===== config.mk =====
export PLATFORM = sky130hd
export DESIGN_NAME = uaf_flow
export DESIGN_NICKNAME = d
export VERILOG_FILES = /design/src/uaf_pkg.sv /design/src/uaf_flow.sv
export SDC_FILE = /design/constraint.sdc
export NUM_CORES = 1
export LEC_CHECK = 0
export CORE_MARGIN = 5
export CORE_UTILIZATION = 64
export CTS_CLUSTER_DIAMETER = 30
export DETAILED_ROUTE_END_ITERATION = 16
export DONT_BUFFER_PORTS = 1
export PLACE_DENSITY_LB_ADDON = 0.3
export SLEW_MARGIN = 40
export SYNTH_ARGS = -nofsm -noshare
export SYNTH_HDL_FRONTEND = slang
export SYNTH_SLANG_ARGS = --single-unit

===== constraint.sdc =====
create_clock -name sys_clk -period 3.6 [get_ports sys_clk]
set_input_delay 0.72 -clock sys_clk [delete_from_list [all_inputs] [get_ports sys_clk]]
set_output_delay 0.72 -clock sys_clk [all_outputs]
set_load 0.05 [all_outputs]

===== src/uaf_pkg.sv =====
`default_nettype none
package uaf_pkg;

  // ==========================================================================
  // Timing
  localparam int unsigned CLK_HZ    = 20_000_000;
  localparam int unsigned BAUD_HZ   = 115_200;
  localparam int unsigned BAUD_DIV  = CLK_HZ / BAUD_HZ;
  localparam int unsigned BAUD_W    = 16;
  localparam int unsigned FRAME_BITS = 10;

  // ==========================================================================
  // Register map, word indices (byte address bits 7:2)
  localparam int unsigned ADDR_W    = 8;
  localparam logic [5:0]  IDX_DATA  = 6'h00;
  localparam logic [5:0]  IDX_IER   = 6'h01;
  localparam logic [5:0]  IDX_FCR   = 6'h02;
  localparam logic [5:0]  IDX_MCR   = 6'h03;
  localparam logic [5:0]  IDX_LSR   = 6'h04;
  localparam logic [5:0]  IDX_MSR   = 6'h05;
  localparam logic [5:0]  IDX_LEVEL = 6'h06;

  // ==========================================================================
  // Field positions
  localparam int unsigned IER_MSI_BIT   = 3;
  localparam int unsigned IER_CTS_BIT   = 7;
  localparam int unsigned FCR_EN_BIT    = 0;
  localparam int unsigned FCR_TRIG_LSB  = 6;
  localparam int unsigned MCR_RTS_BIT   = 1;
  localparam int unsigned MCR_ARTS_BIT  = 6;
  localparam int unsigned MCR_ACTS_BIT  = 7;
  localparam int unsigned LSR_RDR_BIT   = 0;
  localparam int unsigned LSR_OE_BIT    = 1;
  localparam int unsigned LSR_PE_BIT    = 2;
  localparam int unsigned LSR_THRE_BIT  = 5;
  localparam int unsigned LSR_TEMT_BIT  = 6;

  // Modem pin bit order in the synchronisers
  localparam int unsigned PIN_CTS = 0;
  localparam int unsigned PIN_DSR = 1;
  localparam int unsigned PIN_RI  = 2;
  localparam int unsigned PIN_DCD = 3;

  // ==========================================================================
  // Receive FIFO and trigger levels
  localparam int unsigned FIFO_DEPTH = 16;
  localparam int unsigned PTR_W      = 4;
  localparam int unsigned CNT_W      = 5;
  localparam logic [1:0]  TRIG_1     = 2'h0;
  localparam logic [1:0]  TRIG_4     = 2'h1;
  localparam logic [1:0]  TRIG_8     = 2'h2;
  localparam logic [1:0]  TRIG_14    = 2'h3;
  localparam logic [CNT_W-1:0] LVL_0  = 5'h00;
  localparam logic [CNT_W-1:0] LVL_1  = 5'h01;
  localparam logic [CNT_W-1:0] LVL_4  = 5'h04;
  localparam logic [CNT_W-1:0] LVL_8  = 5'h08;
  localparam logic [CNT_W-1:0] LVL_14 = 5'h0e;
  localparam logic [CNT_W-1:0] LVL_FULL = 5'h10;

  // ==========================================================================
  // Reset values
  localparam logic RTS_N_RESET = 1'b1;
  localparam logic TXD_RESET   = 1'b1;
  localparam logic [3:0] PIN_RESET = 4'hf;

  localparam logic [1:0] RESP_OKAY   = 2'h0;
  localparam logic [1:0] RESP_SLVERR = 2'h2;

  typedef enum logic [0:0] {
    TX_IDLE = 1'b0,
    TX_SEND = 1'b1
  } uaf_tx_state_t;

  typedef struct packed {
    logic              awvalid;
    logic [ADDR_W-1:0] awaddr;
    logic              wvalid;
    logic [31:0]       wdata;
    logic [3:0]        wstrb;
    logic              bready;
    logic              arvalid;
    logic [ADDR_W-1:0] araddr;
    logic              rready;
  } uaf_axi_req_t;

  typedef struct packed {
    logic        awready;
    logic        wready;
    logic        bvalid;
    logic [1:0]  bresp;
    logic        arready;
    logic        rvalid;
    logic [31:0] rdata;
    logic [1:0]  rresp;
  } uaf_axi_rsp_t;

  typedef struct packed {
    logic       valid;
    logic [7:0] data;
    logic       parity_bad;
  } uaf_rx_char_t;

  typedef struct packed {
    logic                        wr_rdy;
    logic                        ar_rdy;
    logic                        bvalid;
    logic [1:0]                  bresp;
    logic                        rvalid;
    logic [1:0]                  rresp;
    logic [31:0]                 rdata;
    logic                        ier_msi;
    logic                        ier_cts;
    logic                        fifo_en;
    logic [1:0]                  trig;
    logic                        mcr_rts;
    logic                        auto_request_enable;
    logic                        auto_clear_enable;
    logic                        rts_n;
    logic [FIFO_DEPTH-1:0][8:0]  mem;
    logic [PTR_W-1:0]            wr_ptr;
    logic [PTR_W-1:0]            rd_ptr;
    logic [CNT_W-1:0]            count;
    logic                        overrun;
    logic                        parity_fault_flag;
    logic                        pe_seen;
    logic [3:0]                  pin_s1;
    logic [3:0]                  pin_s2;
    logic [3:0]                  pin_prev;
    logic                        d_cts;
    logic                        d_dsr;
    logic                        te_ri;
    logic                        d_dcd;
    logic                        modem_irq;
    logic [7:0]                  thr_data;
    logic                        thr_full;
    uaf_tx_state_t               tx_state;
    logic [FRAME_BITS-1:0]       tx_shift;
    logic [3:0]                  tx_bits;
    logic [BAUD_W-1:0]           baud_cnt;
    logic                        txd;
  } uaf_state_t;

endpackage
`default_nettype wire


===== src/uaf_flow.sv =====
// Design decisions made here: the register offsets and the AXI4-Lite register port.
`default_nettype none
module uaf_flow #(
  parameter int unsigned BAUD_DIV = uaf_pkg::BAUD_DIV
) (
  input  wire logic                  sys_clk,
  input  wire logic                  reset_n,
  input  wire uaf_pkg::uaf_axi_req_t axi_req,
  output var  uaf_pkg::uaf_axi_rsp_t axi_rsp,
  input  wire uaf_pkg::uaf_rx_char_t rx_char,
  input  wire logic                  cts_n,
  input  wire logic                  dsr_n,
  input  wire logic                  ri_n,
  input  wire logic                  dcd_n,
  output logic                       rts_n,
  output logic                       txd,
  output logic                       modem_irq
);

  // ==========================================================================
  // Elaboration checks
  generate
    if (BAUD_DIV < 2 || BAUD_DIV > (1 << uaf_pkg::BAUD_W)) begin : g_bad_div
      $error("BAUD_DIV out of range");
    end
  endgenerate

  localparam logic [uaf_pkg::BAUD_W-1:0] BAUD_LAST = uaf_pkg::BAUD_W'(BAUD_DIV - 1);

  // ==========================================================================
  // Decoding helpers
  function automatic logic [5:0] reg_index(input logic [uaf_pkg::ADDR_W-1:0] addr);
    reg_index = addr[uaf_pkg::ADDR_W-1:2];
  endfunction

  function automatic logic reg_mapped(input logic [uaf_pkg::ADDR_W-1:0] addr);
    reg_mapped = (reg_index(addr) <= uaf_pkg::IDX_LEVEL);
  endfunction

  // Deassert level for a trigger code
  function automatic logic [uaf_pkg::CNT_W-1:0] trig_high(input logic [1:0] code);
    unique case (code)
      uaf_pkg::TRIG_1:  trig_high = uaf_pkg::LVL_1;
      uaf_pkg::TRIG_4:  trig_high = uaf_pkg::LVL_4;
      uaf_pkg::TRIG_8:  trig_high = uaf_pkg::LVL_8;
      uaf_pkg::TRIG_14: trig_high = uaf_pkg::LVL_14;
    endcase
  endfunction

  // Reassert level: the next lower trigger, empty for the lowest
  function automatic logic [uaf_pkg::CNT_W-1:0] trig_low(input logic [1:0] code);
    unique case (code)
      uaf_pkg::TRIG_1:  trig_low = uaf_pkg::LVL_0;
      uaf_pkg::TRIG_4:  trig_low = uaf_pkg::LVL_1;
      uaf_pkg::TRIG_8:  trig_low = uaf_pkg::LVL_4;
      uaf_pkg::TRIG_14: trig_low = uaf_pkg::LVL_8;
    endcase
  endfunction

  uaf_pkg::uaf_state_t state_reg;
  uaf_pkg::uaf_state_t state_next;

  // ==========================================================================
  // Next state
  always_comb begin
    logic                         wr_take;
    logic                         rd_take;
    logic [5:0]                   wr_idx;
    logic [5:0]                   rd_idx;
    logic                         wr_lane;
    logic                         pop;
    logic                         push;
    logic                         full;
    logic [3:0]                   pins;
    logic                         lsr_read;
    logic                         msr_read;
    logic [31:0]                  rd_val;
    logic                         cts_ok;
    wr_take  = 1'b0;
    rd_take  = 1'b0;
    wr_idx   = 6'h00;
    rd_idx   = 6'h00;
    wr_lane  = 1'b0;
    pop      = 1'b0;
    push     = 1'b0;
    full     = 1'b0;
    pins     = 4'h0;
    lsr_read = 1'b0;
    msr_read = 1'b0;
    rd_val   = 32'h0000_0000;
    cts_ok   = 1'b0;
    state_next = state_reg;

    // ========================================================================
    // Bus slave: address and data taken together, one of each in flight
    wr_take = state_reg.wr_rdy && axi_req.awvalid && axi_req.wvalid;
    rd_take = state_reg.ar_rdy && axi_req.arvalid;
    wr_idx  = reg_index(axi_req.awaddr);
    rd_idx  = reg_index(axi_req.araddr);
    wr_lane = wr_take && axi_req.wstrb[0] && reg_mapped(axi_req.awaddr);

    state_next.wr_rdy = axi_req.awvalid && axi_req.wvalid && !state_reg.wr_rdy &&
                        !state_reg.bvalid;
    state_next.ar_rdy = axi_req.arvalid && !state_reg.ar_rdy && !state_reg.rvalid;

    if (state_reg.bvalid && axi_req.bready) begin
      state_next.bvalid = 1'b0;
    end
    if (wr_take) begin
      state_next.bvalid = 1'b1;
      state_next.bresp  = reg_mapped(axi_req.awaddr) ? uaf_pkg::RESP_OKAY
                                                     : uaf_pkg::RESP_SLVERR;
    end

    // Read data assembled from the current state
    unique case (rd_idx)
      uaf_pkg::IDX_DATA: begin
        rd_val[7:0] = state_reg.mem[state_reg.rd_ptr][7:0];
      end
      uaf_pkg::IDX_IER: begin
        rd_val[uaf_pkg::IER_MSI_BIT] = state_reg.ier_msi;
        rd_val[uaf_pkg::IER_CTS_BIT] = state_reg.ier_cts;
      end
      uaf_pkg::IDX_FCR: begin
        rd_val[uaf_pkg::FCR_EN_BIT] = state_reg.fifo_en;
        rd_val[uaf_pkg::FCR_TRIG_LSB +: 2] = state_reg.trig;
      end
      uaf_pkg::IDX_MCR: begin
        rd_val[uaf_pkg::MCR_RTS_BIT]  = state_reg.mcr_rts;
        rd_val[uaf_pkg::MCR_ARTS_BIT] = state_reg.auto_request_enable;
        rd_val[uaf_pkg::MCR_ACTS_BIT] = state_reg.auto_clear_enable;
      end
      uaf_pkg::IDX_LSR: begin
        rd_val[uaf_pkg::LSR_RDR_BIT]  = (state_reg.count != uaf_pkg::LVL_0);
        rd_val[uaf_pkg::LSR_OE_BIT]   = state_reg.overrun;
        rd_val[uaf_pkg::LSR_PE_BIT]   = state_reg.parity_fault_flag;
        rd_val[uaf_pkg::LSR_THRE_BIT] = !state_reg.thr_full;
        rd_val[uaf_pkg::LSR_TEMT_BIT] = !state_reg.thr_full &&
                                        (state_reg.tx_state == uaf_pkg::TX_IDLE);
      end
      uaf_pkg::IDX_MSR: begin
        rd_val[7:0] = {~state_reg.pin_s2[uaf_pkg::PIN_DCD], ~state_reg.pin_s2[uaf_pkg::PIN_RI],
                       ~state_reg.pin_s2[uaf_pkg::PIN_DSR], ~state_reg.pin_s2[uaf_pkg::PIN_CTS],
                       state_reg.d_dcd, state_reg.te_ri, state_reg.d_dsr, state_reg.d_cts};
      end
      uaf_pkg::IDX_LEVEL: begin
        rd_val[uaf_pkg::CNT_W-1:0] = state_reg.count;
      end
      default: begin
        rd_val = 32'h0000_0000;
      end
    endcase

    if (state_reg.rvalid && axi_req.rready) begin
      state_next.rvalid = 1'b0;
    end
    // Read data is captured at the take edge, so a late rready still sees it unchanged
    if (rd_take) begin
      state_next.rvalid = 1'b1;
      state_next.rdata  = rd_val;
      state_next.rresp  = reg_mapped(axi_req.araddr) ? uaf_pkg::RESP_OKAY
                                                     : uaf_pkg::RESP_SLVERR;
      lsr_read = (rd_idx == uaf_pkg::IDX_LSR);
      msr_read = (rd_idx == uaf_pkg::IDX_MSR);
      pop      = (rd_idx == uaf_pkg::IDX_DATA) && (state_reg.count != uaf_pkg::LVL_0);
    end

    // ========================================================================
    // Control register writes
    if (wr_lane) begin
      unique case (wr_idx)
        uaf_pkg::IDX_DATA: begin
          state_next.thr_data = axi_req.wdata[7:0];
          state_next.thr_full = 1'b1;
        end
        uaf_pkg::IDX_IER: begin
          state_next.ier_msi = axi_req.wdata[uaf_pkg::IER_MSI_BIT];
          state_next.ier_cts = axi_req.wdata[uaf_pkg::IER_CTS_BIT];
        end
        uaf_pkg::IDX_FCR: begin
          state_next.fifo_en = axi_req.wdata[uaf_pkg::FCR_EN_BIT];
          state_next.trig    = axi_req.wdata[uaf_pkg::FCR_TRIG_LSB +: 2];
        end
        uaf_pkg::IDX_MCR: begin
          if (!state_reg.auto_request_enable) begin
            state_next.mcr_rts = axi_req.wdata[uaf_pkg::MCR_RTS_BIT];
          end
          state_next.auto_request_enable = axi_req.wdata[uaf_pkg::MCR_ARTS_BIT];
          state_next.auto_clear_enable   = axi_req.wdata[uaf_pkg::MCR_ACTS_BIT];
        end
        default: begin
          state_next.thr_full = state_reg.thr_full;
        end
      endcase
    end

    // ========================================================================
    // Receive FIFO; with the FIFO off it holds a single character
    full = state_reg.fifo_en ? (state_reg.count == uaf_pkg::LVL_FULL)
                             : (state_reg.count != uaf_pkg::LVL_0);
    push = rx_char.valid && !full;
    if (push) begin
      state_next.mem[state_reg.wr_ptr] = {rx_char.parity_bad, rx_char.data};
      state_next.wr_ptr = state_reg.wr_ptr + 1'b1;
    end
    if (pop) begin
      state_next.rd_ptr = state_reg.rd_ptr + 1'b1;
    end
    if (push && !pop) begin
      state_next.count = state_reg.count + 1'b1;
    end else if (pop && !push) begin
      state_next.count = state_reg.count - 1'b1;
    end
    // Changing the mode flushes stale entries so the capacity stays honest
    if (state_next.fifo_en != state_reg.fifo_en) begin
      state_next.wr_ptr = '0;
      state_next.rd_ptr = '0;
      state_next.count  = uaf_pkg::LVL_0;
    end

    // ========================================================================
    // Line status flags: a read clears, a set in the same cycle wins
    if (lsr_read) begin
      state_next.overrun           = 1'b0;
      state_next.parity_fault_flag = 1'b0;
    end
    // The new character is dropped; the FIFO keeps what it already holds
    if (rx_char.valid && full) begin
      state_next.overrun = 1'b1;
    end
    // Flag raised once per head entry, so later characters never taint it
    if (state_reg.count != uaf_pkg::LVL_0 && !state_reg.pe_seen &&
        state_reg.mem[state_reg.rd_ptr][8]) begin
      state_next.parity_fault_flag = 1'b1;
      state_next.pe_seen           = 1'b1;
    end
    if (pop || state_reg.count == uaf_pkg::LVL_0) begin
      state_next.pe_seen = 1'b0;
    end

    // ========================================================================
    // Automatic request-to-send with hysteresis, checked every cycle
    if (state_reg.auto_request_enable) begin
      if (state_reg.count >= trig_high(state_reg.trig)) begin
        state_next.rts_n = 1'b1;
      end else if (state_reg.count <= trig_low(state_reg.trig)) begin
        state_next.rts_n = 1'b0;
      end else begin
        state_next.rts_n = state_reg.rts_n;
      end
      // Mirror lags the pin by one cycle; software writes to the bit are lost
      state_next.mcr_rts = ~state_reg.rts_n;
    end else begin
      state_next.rts_n = ~state_reg.mcr_rts;
    end

    // ========================================================================
    // Modem inputs: two flops, then edge detection on the second
    // Flops reset to the idle pin level, so no false delta follows reset
    state_next.pin_s1   = {dcd_n, ri_n, dsr_n, cts_n};
    state_next.pin_s2   = state_reg.pin_s1;
    state_next.pin_prev = state_reg.pin_s2;
    pins = state_reg.pin_s2;
    if (msr_read) begin
      state_next.d_cts = 1'b0;
      state_next.d_dsr = 1'b0;
      state_next.te_ri = 1'b0;
      state_next.d_dcd = 1'b0;
    end
    if (pins[uaf_pkg::PIN_CTS] != state_reg.pin_prev[uaf_pkg::PIN_CTS]) begin
      state_next.d_cts = 1'b1;
    end
    if (pins[uaf_pkg::PIN_DSR] != state_reg.pin_prev[uaf_pkg::PIN_DSR]) begin
      state_next.d_dsr = 1'b1;
    end
    if (pins[uaf_pkg::PIN_RI] && !state_reg.pin_prev[uaf_pkg::PIN_RI]) begin
      state_next.te_ri = 1'b1;
    end
    if (pins[uaf_pkg::PIN_DCD] != state_reg.pin_prev[uaf_pkg::PIN_DCD]) begin
      state_next.d_dcd = 1'b1;
    end
    state_next.modem_irq = state_reg.ier_msi &&
                           ((state_reg.d_dcd || state_reg.te_ri || state_reg.d_dsr) ||
                            (state_reg.d_cts &&
                             (!state_reg.auto_clear_enable || state_reg.ier_cts)));

    // ========================================================================
    // Transmitter: clear-to-send checked only between characters
    cts_ok = !state_reg.auto_clear_enable || !pins[uaf_pkg::PIN_CTS];
    unique case (state_reg.tx_state)
      uaf_pkg::TX_IDLE: begin
        state_next.txd = 1'b1;
        if (state_reg.thr_full && cts_ok) begin
          state_next.tx_shift = {1'b1, state_reg.thr_data, 1'b0};
          state_next.tx_bits  = 4'(uaf_pkg::FRAME_BITS - 1);
          state_next.baud_cnt = BAUD_LAST;
          state_next.txd      = 1'b0;
          // A write landing in this very cycle refills the holding register: the set wins
          state_next.thr_full = wr_lane && (wr_idx == uaf_pkg::IDX_DATA);
          state_next.tx_state = uaf_pkg::TX_SEND;
        end
      end
      uaf_pkg::TX_SEND: begin
        if (state_reg.baud_cnt != '0) begin
          state_next.baud_cnt = state_reg.baud_cnt - 1'b1;
        end else if (state_reg.tx_bits == 4'h0) begin
          state_next.tx_state = uaf_pkg::TX_IDLE;
          state_next.txd      = 1'b1;
        end else begin
          state_next.tx_shift = {1'b1, state_reg.tx_shift[uaf_pkg::FRAME_BITS-1:1]};
          state_next.txd      = state_reg.tx_shift[1];
          state_next.tx_bits  = state_reg.tx_bits - 1'b1;
          state_next.baud_cnt = BAUD_LAST;
        end
      end
    endcase
  end

  // ==========================================================================
  // State register
  always_ff @(posedge sys_clk or negedge reset_n) begin
    if (!reset_n) begin
      state_reg          <= '0;
      state_reg.rts_n    <= uaf_pkg::RTS_N_RESET;
      state_reg.txd      <= uaf_pkg::TXD_RESET;
      state_reg.pin_s1   <= uaf_pkg::PIN_RESET;
      state_reg.pin_s2   <= uaf_pkg::PIN_RESET;
      state_reg.pin_prev <= uaf_pkg::PIN_RESET;
    end else begin
      state_reg <= state_next;
    end
  end

  // ==========================================================================
  // Outputs, all straight from the state register
  always_comb begin
    axi_rsp.awready = state_reg.wr_rdy;
    axi_rsp.wready  = state_reg.wr_rdy;
    axi_rsp.bvalid  = state_reg.bvalid;
    axi_rsp.bresp   = state_reg.bresp;
    axi_rsp.arready = state_reg.ar_rdy;
    axi_rsp.rvalid  = state_reg.rvalid;
    axi_rsp.rdata   = state_reg.rdata;
    axi_rsp.rresp   = state_reg.rresp;
    rts_n           = state_reg.rts_n;
    txd             = state_reg.txd;
    modem_irq       = state_reg.modem_irq;
  end

endmodule
`default_nettype wire


==> run_results.csv <==
group,metric,value,unit
status,outcome,"complete, but fails checks",
status,violations,"negative hold slack",
synthesis,syn_inst,916,
timing,worstMarginPinSlew,0.7420,ns
placed_design,dp_hpwl,16750,µm
critical_path,crit_type,"reg2reg",
critical_path,cp_top_family,"simple AND/OR/NAND/NOR gates",
global_route,grt_max_degree,241,
power,power,0.009545,W
clocking,cts.sinks,240,
critical_path,crit_path_start,"state_reg[61]",
clocking,clk_latency,0.53,ns
synthesis,syn_area,11660,µm²
cells_and_area,multi_input_area,5194,µm²
synthesis,synth_seq_cells,240,
synthesis,syn_avg_cell_area,12.73,µm²
floorplan,dieArea,21020,µm²
critical_path,cpMostUsedCell,"ha_1",
critical_path,crit_buf_inv,1,
global_route,grt-ovfl-total,0,
critical_path,r2r_start,"state_reg[61]",
cells_and_area,largest_reg_flops,215,
critical_path,max_stage_delay,0.47,ns
drt,first_pass_iters,5,
flow_run,cap_violations,0,
clocking,cts_tree,"done",
cells_and_area,drive_above_1_share,33.19,%
synthesis,async_flop_share,100.0,%
critical_path,r2r_setup_slack,0.20,ns
synthesis,ys_top_cells_by_area,"dfrtp_1, mux2_2, mux4_2",
synthesis,yosys.area.top_type_share,48.51,%
synthesis,synthTopCellsByCount,"dfrtp_1, mux2_2, nand2_1",
floorplan,start_util,64.90,%
timing,fin_crit_sh,94.42,%
timing,hold_viol_final,99,
critical_path,cpMaxStageDelayCell,"nor4_4",
synthesis,synth_top_cell_by_area,"dfrtp_1",
clocking,cts_setup_buffers,0,
cells_and_area,syn_to_final_growth,12.48,%
global_route,grt_pass1_wl,43260,µm
placed_design,place_congestion,0.9711,
critical_path,crit_path_start_kind,"register",
timing,hold_ws,-0.09082,ns
timing,finalMaxSlewViolations,0,
power,p_per_area,727.9,nW/µm²
timing,setup_tns,0,ns
floorplan,coreArea,17960,µm²
power,leakagePower,6.040,nW
synthesis,yosys.cell_count.top_type,"dfrtp_1",
cells_and_area,seqCellArea,6025,µm²
timing,setup-violations-final,0,
critical_path,worstPathArrival,3.83,ns
global_route,grt_antenna_before_repair,0,
clocking,clockBufferDepth,3,
cells_and_area,layout.nets,1006,
clocking,cts-root-buf,"clkbuf_16",
floorplan,die_w,145.0,µm
timing,skew,0.02184,ns
timing,max_slew_margin,50.26,%
drt,drt_wl_total,26170,µm
synthesis,ys_seq_area_share,51.66,%
clocking,cts_made_buffers,46,
cells_and_area,diodes,0,
floorplan,die_y,145.0,µm
synthesis,synth_flop_cell,"dfrtp_1",
synthesis,ys_types,70,
critical_path,critPathRequiredTime,4.03,ns
floorplan,io-pin-count,117,
drt,drc,0,
global_route,grt_pass1_vias,8021,
global_route,grt_use_total,25.17,%
drt,routedWlPerCell,22.27,µm
cells_and_area,fill_cells,1110,
timing,fmax,294.2,MHz
placed_design,port_buffers,0,
drt,drt_iter0_drc,478,
drt,ant_nets,0,
floorplan,fp-row-count,49,
critical_path,path_cells,"nor4_4, mux2i_2, and2_0, ha_1, inv_1, ha_1, nor2b_1, o21a_1, or3_1, a21oi_1, mux2i_1",
power,vdd_drop_max,0.6456,mV
hold_path,worstHoldPathType,"in2async",
timing,finalCriticalPeriod,3.399,ns
critical_path,endpoint_kind,"register",
drt,via_count,7444,
synthesis,synth_warnings,0,
drt,vias_per_cell,6.335,
clocking,htreeDepth,2,
cells_and_area,stdcell_count,1175,
placed_design,dp.cells,1095,
critical_path,crit_fanout,5,
clocking,clkSlewWorstSetupHoldPaths,0.04,ns
synthesis,synth-edff-count,0,
## cell usage in the layout, fill, tap and decap left out, types with 5 or more instances in the layout
| cell | count |
|---|---|
| dfrtp_1 | 225 |
| mux4_2 | 35 |
| nand4_1 | 5 |
| nand2_1 | 52 |
| buf_4 | 7 |
| mux2i_1 | 17 |
| nand2b_1 | 10 |
| conb_1 | 26 |
| inv_1 | 21 |
| a21oi_1 | 18 |
| mux2_2 | 161 |
| and3_1 | 5 |
| nor2_2 | 11 |
| clkinv_4 | 5 |
| or3_1 | 6 |
| clkinvlp_4 | 6 |
| xor2_1 | 5 |
| nand3_1 | 20 |
| nor2_1 | 41 |
| clkinv_2 | 5 |
| nor2b_1 | 11 |
| clkbuf_1 | 10 |
| xnor2_1 | 16 |
| o31ai_1 | 6 |
| ha_1 | 18 |
| dfstp_2 | 14 |
| clkbuf_16 | 47 |
| o21ai_0 | 19 |
| a22oi_1 | 18 |
| nor3_1 | 17 |
## power by group
part	switching, W	internal (W)
registers	0.000525	0.00322
clock network	0.00136	0.00262
logic	0.000934	0.000883
total	0.00282	0.00672
## cell type report
type,instances,area share [%]
sequential,240,45.94
timing repair buffer,8,0.5534
multi-input combinational,597,39.61
clock inverter,22,1.756
tap,229,2.185
clock buffer,58,9.360
inverter,21,0.6011
## through the flow
stage	setup WS, ns	util (%)	area, µm²
global route	-0.009165	73.00	13110
detailed placement	0.2798	64.81	11640
global placement	0.4459	64.77	11630
CTS	0.1357	72.93	13100
floorplan	0.4343	-	11750
finish	0.2008	73.00	13110
## worst register-to-register path, stage by stage, from the launching register on
cell,delay [ns]
dfrtp_1,0.45
nor4_4,0.47
mux2i_2,0.30
and2_0,0.29
ha_1,0.28
inv_1,0.11
ha_1,0.32
nor2b_1,0.16
o21a_1,0.19
or3_1,0.30
a21oi_1,0.23
mux2i_1,0.22
## path summary, 6_finish.rpt
kind | to | cells after the start
worst min register to register | state_next[46] | 0
max in group asynchronous | state_reg[208] | 0
worst max register to register | state_reg[65] | 11
worst max-delay path | state_reg[65] | 11
min in group sys_clk | state_next[52] | 0
worst min-delay path | state_reg[90] | 0
## timing repair
action,CTS,global route
endpoints found under the hold margin,226,226
gates resized for setup,0,1
endpoints found under the setup margin,0,1
## kinds of logic (layout without fill, tap and decap cells)
family,count (synthesis),after routing,synth area share [%]
flip-flops,240,240,51.66
adder cells (fa/ha/maj),19,19,2.103
AO/OA/AOI/OAI,110,110,6.547
multiplexers,214,214,23.89
buffers and inverters,104,109,4.776
AND/OR/NAND/NOR,207,207,9.412
XOR/XNOR,21,21,1.578
other,1,26,0.03216
## per-layer routing
layer | track usage [%] | share of wire, % | wire (µm) | vias up
met5 | 0 | 0 | 0 | -
li1 | - | - | - | 3265
met1 | 33.46 | 41 | 10700 | 3844
met3 | 6.080 | 6.6 | 1731 | 54
met2 | 41.54 | 50 | 13170 | 281
met4 | 7.580 | 2.1 | 559 | 0
Note: power is estimated with default switching activity, not from simulation.
